==> config.mk <==
export PLATFORM = sky130hd
export DESIGN_NAME = cir_regs
export DESIGN_NICKNAME = d
export VERILOG_FILES = /design/src/shared/cir_pkg.sv /design/src/rtl/cir_regs.sv /design/src/rtl/cir_wake_timer.sv
export SDC_FILE = /design/constraint.sdc
export NUM_CORES = 1
export LEC_CHECK = 0
export BUFFER_PORTS_ARGS = -buffer_cell sky130_fd_sc_hd__buf_2
export CORE_MARGIN = 5
export CORE_UTILIZATION = 48
export CTS_CLUSTER_DIAMETER = 120
export DETAILED_ROUTE_END_ITERATION = 12
export PLACE_DENSITY_LB_ADDON = 0.12
export SLEW_MARGIN = 5
export SYNTH_ARGS = -nofsm -noshare
export SYNTH_HDL_FRONTEND = slang
export SYNTH_SLANG_ARGS = --single-unit
==> constraint.sdc <==
create_clock -name clk_sys -period 2.15 [get_ports clk_sys]
set_clock_uncertainty 0.15 [all_clocks]
set_input_delay 0.215 -clock clk_sys [delete_from_list [all_inputs] [get_ports clk_sys]]
set_output_delay 0.215 -clock clk_sys [all_outputs]
set_load 0.02 [all_outputs]
==> src/shared/cir_pkg.sv <==
// Constants shared by the command and interrupt-enable register bank
package cir_pkg;
  localparam int          ADDR_W          = 6;
  localparam int          DATA_W          = 8;
  localparam int          IRQ_SRC_N       = 7;
  // Register offsets
  localparam logic [5:0]  OFS_RESERVED    = 6'h00;
  localparam logic [5:0]  OFS_COMMAND     = 6'h01;
  localparam logic [5:0]  OFS_IRQ_ENABLE  = 6'h02;
  // Reset values
  localparam logic [7:0]  RST_RESERVED    = 8'h00;
  localparam logic [7:0]  RST_COMMAND     = 8'h20;
  localparam logic [7:0]  RST_IRQ_ENABLE  = 8'h80;
  // Field positions in command_control
  localparam int          BIT_RCV_OFF     = 5;
  localparam int          BIT_SOFT_SLEEP  = 4;
  localparam int          CMD_MSB         = 3;
  // Field positions in irq_source_enable
  localparam int          BIT_IRQ_INVERT  = 7;
  localparam int          BIT_TX_DONE_EN  = 6;
  localparam int          BIT_RX_DONE_EN  = 5;
  localparam int          BIT_OP_FIN_EN   = 4;
  localparam int          BIT_HI_WARN_EN  = 3;
  localparam int          BIT_LO_WARN_EN  = 2;
  localparam int          BIT_FAULT_EN    = 1;
  localparam int          BIT_COUNTDN_EN  = 0;
  // Command codes
  localparam logic [3:0]  CMD_IDLE        = 4'h0;
  // Wake-up timing
  localparam int          CLK_PERIOD_NS   = 10;
  localparam int          WAKE_TIME_NS    = 1000;
  localparam int          WAKE_CYCLES     =
    (WAKE_TIME_NS + CLK_PERIOD_NS - 1) / CLK_PERIOD_NS;
  // Soft power-down states
  typedef enum logic [2:0] {
    CIR_AWAKE    = 3'b001,
    CIR_ASLEEP   = 3'b010,
    CIR_WAKING   = 3'b100
  } cir_sleep_t;
endpackage : cir_pkg

==> src/rtl/cir_regs.sv <==
// Command and interrupt-enable register bank with command tracking
`timescale 1ns/1ns
// How it works
// RULE1: Offset zero reads zero, resets zero
// RULE2: Command register at one, resets 20h
// RULE3: Bit five high turns receiver off
// RULE4: Writing bit four one enters sleep; the code ignores it while the wake-up sequence runs
// RULE5: Clearing sleep wakes; bit reads one meanwhile
// RULE6: Sleep write ignored during software restart
// RULE7: Writing code field starts that command
// RULE8: Code field shows command now running
// RULE9: Enable register at two, resets 80h
// RULE10: Bit seven inverts the interrupt pin
// RULE11: Enables gate each source onto pin
// RULE12: Unknown code returns idle, raises idle flag
// RULE13: Termination raises idle flag, host idle not
// RULE14: Host preserves control bits, writes reserved zero
module cir_regs #(
  parameter logic [15:0] CMD_VALID_MASK    = 16'hFFFF,
  parameter logic [3:0]  SOFT_RESTART_CODE = 4'hF,
  parameter int          WAKE_CYCLES       = cir_pkg::WAKE_CYCLES
) (
  input  wire logic                        clk_sys,
  input  wire logic                        rst_n,
  input  wire logic [cir_pkg::ADDR_W-1:0]  reg_addr,
  input  wire logic                        reg_wr,
  input  wire logic                        reg_rd,
  input  wire logic [cir_pkg::DATA_W-1:0]  reg_wdata,
  output logic      [cir_pkg::DATA_W-1:0]  reg_rdata,
  input  wire logic                        cmd_done,
  input  wire logic [cir_pkg::IRQ_SRC_N-1:0] irq_req,
  output logic                             cmd_start,
  output logic      [3:0]                  cmd_running,
  output logic                             receiver_analog_off,
  output logic                             soft_sleep_active,
  output logic                             op_finished_set,
  output logic                             irq_pin
);
  import cir_pkg::*;

  initial begin
    if (WAKE_CYCLES < 1 || WAKE_CYCLES > 65535) begin
      $error("WAKE_CYCLES out of range");
    end
  end

  logic [7:0]  ien_q;
  logic        receiver_analog_off_q;
  logic [3:0]  cmd_q;
  logic        start_q;
  logic        fin_q;
  logic        irq_q;
  logic [7:0]  rdata_q;
  cir_sleep_t  sleep_q;
  cir_sleep_t  sleep_d;
  logic        wake_start;
  logic        wake_busy;
  logic        wr_cmd;
  logic        wr_ien;
  logic [3:0]  new_code;
  logic        code_known;
  logic        restart_active;
  logic        sleep_bit;

  assign wr_cmd         = reg_wr && (reg_addr == OFS_COMMAND);
  assign wr_ien         = reg_wr && (reg_addr == OFS_IRQ_ENABLE);
  assign new_code       = reg_wdata[CMD_MSB:0];
  assign code_known     = CMD_VALID_MASK[new_code];
  assign restart_active = (cmd_q == SOFT_RESTART_CODE) ||
                          (wr_cmd && code_known &&
                           new_code == SOFT_RESTART_CODE);
  assign sleep_bit      = (sleep_q != CIR_AWAKE); // RULE5

  // Enable register
  always_ff @(posedge clk_sys) begin
    if (!rst_n) begin
      ien_q <= RST_IRQ_ENABLE; // RULE9
    end else if (wr_ien) begin
      ien_q <= reg_wdata; // RULE9
    end
  end

  // Receiver switch-off control
  always_ff @(posedge clk_sys) begin
    if (!rst_n) begin
      receiver_analog_off_q <= RST_COMMAND[BIT_RCV_OFF]; // RULE2
    end else if (wr_cmd) begin
      receiver_analog_off_q <= reg_wdata[BIT_RCV_OFF]; // RULE3
    end
  end

  assign receiver_analog_off = receiver_analog_off_q; // RULE3

  // Command field and idle-flag pulse
  always_ff @(posedge clk_sys) begin
    if (!rst_n) begin
      cmd_q   <= RST_COMMAND[CMD_MSB:0];
      start_q <= 1'b0;
      fin_q   <= 1'b0;
    end else begin
      start_q <= 1'b0;
      fin_q   <= 1'b0;
      if (cmd_done && cmd_q != CMD_IDLE) begin
        cmd_q <= CMD_IDLE; // RULE8
        fin_q <= 1'b1; // RULE13
      end
      if (wr_cmd) begin
        if (code_known) begin
          cmd_q   <= new_code; // RULE7
          start_q <= 1'b1; // RULE7
        end else begin
          cmd_q <= CMD_IDLE; // RULE12
          fin_q <= 1'b1; // RULE12
        end
      end
    end
  end

  assign cmd_start       = start_q;
  assign cmd_running     = cmd_q;
  assign op_finished_set = fin_q;

  // Soft power-down sequencing
  always_comb begin
    sleep_d    = sleep_q;
    wake_start = 1'b0;
    case (sleep_q)
      CIR_AWAKE: begin
        if (wr_cmd && reg_wdata[BIT_SOFT_SLEEP] && !restart_active) begin
          sleep_d = CIR_ASLEEP; // RULE4 RULE6
        end
      end
      CIR_ASLEEP: begin
        if (wr_cmd && !reg_wdata[BIT_SOFT_SLEEP]) begin
          sleep_d    = CIR_WAKING; // RULE5
          wake_start = 1'b1;
        end
      end
      CIR_WAKING: begin
        if (!wake_busy && !wake_start) begin
          sleep_d = CIR_AWAKE; // RULE5
        end
      end
      default: begin
        sleep_d = CIR_AWAKE;
      end
    endcase
  end

  always_ff @(posedge clk_sys) begin
    if (!rst_n) begin
      sleep_q <= CIR_AWAKE;
    end else begin
      sleep_q <= sleep_d;
    end
  end

  assign soft_sleep_active = (sleep_q == CIR_ASLEEP);

  cir_wake_timer #(
    .CYCLES (WAKE_CYCLES)
  ) u_wake (
    .clk_sys (clk_sys),
    .rst_n   (rst_n),
    .start   (wake_start),
    .busy    (wake_busy)
  );

  // Interrupt pin: gated sources, optional inversion
  always_ff @(posedge clk_sys) begin
    if (!rst_n) begin
      irq_q <= RST_IRQ_ENABLE[BIT_IRQ_INVERT];
    end else begin
      irq_q <= (|(irq_req & ien_q[IRQ_SRC_N-1:0])) ^ // RULE11
               ien_q[BIT_IRQ_INVERT]; // RULE10
    end
  end

  assign irq_pin = irq_q;

  // Read data
  always_ff @(posedge clk_sys) begin
    if (!rst_n) begin
      rdata_q <= 8'h00;
    end else if (reg_rd) begin
      case (reg_addr)
        OFS_RESERVED:   rdata_q <= RST_RESERVED; // RULE1
        OFS_COMMAND:    rdata_q <= {2'b00, receiver_analog_off_q, sleep_bit, cmd_q}; // RULE8
        OFS_IRQ_ENABLE: rdata_q <= ien_q;
        default:        rdata_q <= 8'h00;
      endcase
    end
  end

  assign reg_rdata = rdata_q;

  // Cycles spent waking, for the checks
  logic [16:0] wake_cnt_q;

  always_ff @(posedge clk_sys) begin
    if (!rst_n) begin
      wake_cnt_q <= 17'h0_0000;
    end else if (sleep_q == CIR_WAKING) begin
      wake_cnt_q <= wake_cnt_q + 17'h0_0001;
    end else begin
      wake_cnt_q <= 17'h0_0000;
    end
  end
endmodule : cir_regs

==> src/rtl/cir_wake_timer.sv <==
// Wake-up delay counter for leaving soft power-down
`timescale 1ns/1ns
module cir_wake_timer #(
  parameter int CYCLES = cir_pkg::WAKE_CYCLES
) (
  input  wire logic clk_sys,
  input  wire logic rst_n,
  input  wire logic start,
  output logic      busy
);
  import cir_pkg::*;

  logic [15:0] count_q;

  initial begin
    if (CYCLES < 1 || CYCLES > 65535) begin
      $error("CYCLES out of range");
    end
  end

  // Counts down from CYCLES while busy
  always_ff @(posedge clk_sys) begin
    if (!rst_n) begin
      count_q <= 16'h0000;
    end else if (start) begin
      count_q <= 16'(CYCLES);
    end else if (count_q != 16'h0000) begin
      count_q <= count_q - 16'h0001;
    end
  end

  assign busy = (count_q != 16'h0000);

endmodule : cir_wake_timer

==> metrics <==
crit end category register; Ant. Diodes 0; initial antenna violation count 0; Critical Path RT 2.24 ns; final wirelength 4820 um; crit-path max FO 8; Core Footprint 0.00400 mm2; power density over cell area 1130 mW/mm2; switching share of power 0.375; R2R Setup Slk 0.09 ns; Detailed Routing Iterations Pass 1 4; Setup crit start kind register; gr ovfl total 0; Reg-to-Reg End u_wake.count_q[14]; hpwl dp ~3600 um; max_slew headroom 0.712; VDD IR max 423 uV; register share of total power 0.371; post-synthesis sequential area ratio 0.434; Die Width 74.3 um; Critical Path AT roughly 2.2 ns; most common cell after layout, fill and taps aside buf_2; CTS tree built; first-pass GRT wire length 8140 um; fin nets 309; P&R area growth vs syn 26.5%; Final ANT Viol Nets 0; final setup margin between 0.08 and 0.09 ns; worst-margin pin slew ~0.43 ns; layout cells sized above 1 0.312; EDFF count, synth 0; library cells used by synthesis 46; flops & latches, synth 43; Reg2Reg Depth 4; Hold EP op_finished_set; vias in the first global route 1855; # port buffers between 40 and 50; placed instance area 0.00237 mm2; Initial Util 0.496; period utilization 0.960; total CTS buffers 5; Async SR Flop Fraction 0; Int Power 1780 uW; Die H between 70 and 80 um; IO Pins 43; LEAKAGE around 0.001 uW; Clock Pin Slew Worst Setup and Hold Paths 0.08 ns; Routability Congestion around 0.8; fin crit period 2.06 ns; main flop type after synthesis dfxtp_1; # rows 23; via count 1889; hold_ws 0.0174 ns; Final setup violation count 0; gate count of the mapped netlist 219; Comb power frac 0.450; Syn. warnings 0; worst slack, placed -0.00118 ns; commonest non-fill, non-tap cells in the layout buf_2, dfxtp_1, nand2_1; root buffer cell clkbuf_8; Cell Area, Synth 0.00199 mm2; H-tree Lvls 2; RSZ-0062 raised after global routing no; outcome completed; DRC violations left 0; # clock sinks 43; Finished Core Util 0.628; Max Slew Vio Count 0; CTS max path bufs 2; post-CTS repair timing setup buffer count 0; global router's overall resource usage 0.188; per-cell routed wire length 14.5 um; worst skew pair latency 0.30 ns; Mean Syn Cell Area 9.07 um2; WHS Path Cells 3; Hold WC Path Type primary input to register; Clock power frac 0.179; Psw between 1000 and 1500 uW; Setup CP Type register to register; Fin. Hold Viols 0; DR vias/cell roughly 5.7; largest net degree at the start of global routing 20; reg2reg start u_wake.count_q[7]; initial drt markers slightly above 100; HP Start cmd_done; Fmax 485 MHz; MaxCap Viol Count 0; post-synthesis net count 247; Die Area between 0.005 and 0.006 mm2; Final Cell Area 0.00251 mm2
per-stage QoR:
step                setup TNS (ns)  total power [uW]  cells
finish                           0              2850    332
global route                     0              3070    332
CTS                              0              2780    332
detailed placement        -0.00118              2260    322
global placement                 0              2250    322
floorplan                        0              1850    219
how the worst max path moves through the flow:
| stage | from | endpoint | slack, ns | cells past startpoint |
|---|---|---|---|---|
| after global placement | u_wake.count_q[0] | u_wake.count_q[15] | 0.04 | 6 |
| after detailed placement | u_wake.count_q[0] | u_wake.count_q[13] | -0.001 | 6 |
| after floorplan | u_wake.count_q[7] | u_wake.count_q[13] | 0.09 | 4 |
| final | u_wake.count_q[7] | u_wake.count_q[14] | 0.09 | 4 |
| after CTS | u_wake.count_q[0] | u_wake.count_q[14] | 0.02 | 6 |
| after global routing | u_wake.count_q[7] | u_wake.count_q[14] | 0.008 | 4 |
layout make-up:
class	instances	area [um2]
clock inverter	3	20.0
inverter	3	11.3
fill	367	1490
sequential	43	863
multi-input combinational	166	1120
timing repair buffer	62	365
tap	50	62.6
clock buffer	5	68.8
power by group through the flow:
stage,Sequential [uW],Combinational (uW),Clock [uW]
after floorplan,1060,780,0
after global placement,1060,1190,0
after detailed placement,1060,1200,0
after CTS,1040,1210,530
after global routing,1080,1430,561
final,1060,1280,509
kinds of logic (layout without fill, tap and decap cells):
| group | Yosys count | count (layout) | synth area share |
|---|---|---|---|
| adders and majority gates | 2 | 2 | 0.0126 |
| AOI/OAI and AO/OA | 65 | 65 | 0.219 |
| buffers and inverters | 10 | 73 | 0.0189 |
| xor gates and xnor gates | 1 | 1 | 0.00441 |
| and+or+nand+nor | 92 | 92 | 0.281 |
| DFF | 43 | 43 | 0.434 |
| muxes | 6 | 6 | 0.0302 |
Yosys cell counts, types with 2 or more instances:
| library cell | count | area, um2 |
|---|---|---|
| nor3b_1 | 4 | 30.0 |
| mux2i_1 | 6 | 60.1 |
| o31ai_1 | 6 | 45.0 |
| o21ai_0 | 10 | 50.1 |
| or2_2 | 2 | 12.5 |
| nor3_1 | 2 | 10.0 |
| nor2b_1 | 6 | 37.5 |
| nand3b_1 | 7 | 52.6 |
| a22oi_1 | 8 | 60.1 |
| nand3_1 | 11 | 55.1 |
| dfxtp_1 | 43 | 861 |
| a21oi_1 | 17 | 85.1 |
| nor2_1 | 10 | 37.5 |
| o31a_1 | 2 | 17.5 |
| or3_1 | 2 | 12.5 |
| nand2b_1 | 2 | 12.5 |
| nor4_1 | 3 | 18.8 |
| or4_2 | 2 | 17.5 |
| ha_1 | 2 | 25.0 |
| o211ai_1 | 2 | 15.0 |
| o41ai_1 | 2 | 17.5 |
| or4b_2 | 3 | 30.0 |
| a21boi_0 | 10 | 75.1 |
| nand4b_1 | 2 | 17.5 |
| or4_1 | 5 | 37.5 |
| nand4_1 | 3 | 18.8 |
| nand2_1 | 20 | 75.1 |
| inv_1 | 3 | 11.3 |
| clkbuf_1 | 7 | 26.3 |
sequential cells by signal, indices dropped and copies added (netlist names):
signal               cells
cmd_running              4
cmd_start                1
ien_q                    8
irq_pin                  1
op_finished_set          1
receiver_analog_off      1
reg_rdata                8
sleep_q                  3
u_wake.count_q          16
metal layers:
layer | vias up | GRT usage | routed length [um]
li1 | 961 | - | -
met1 | 875 | 0.230 | 2140
met2 | 43 | 0.316 | 2330
met3 | 10 | 0.0554 | 275
met4 | 0 | 0.0652 | 78
met5 | - | 0 | 0
worst max-delay path, stage by stage (launching register included):
cell and delay [ns]:
dfxtp_1 0.32, or4_4 0.55, a2111o_1 0.40, or4_4 0.45
a21oi_2 0.14
timing repair:
item / 4_1_cts / 5_1_grt
hold buffers: 2 / 0
endpoints found under the hold margin: 2 / 0
resized for setup: 0 / 11
pin swaps: 1 / 6
setup endpoints to repair: 4 / 8
No activity file was read; power rests on OpenSTA's default activity.
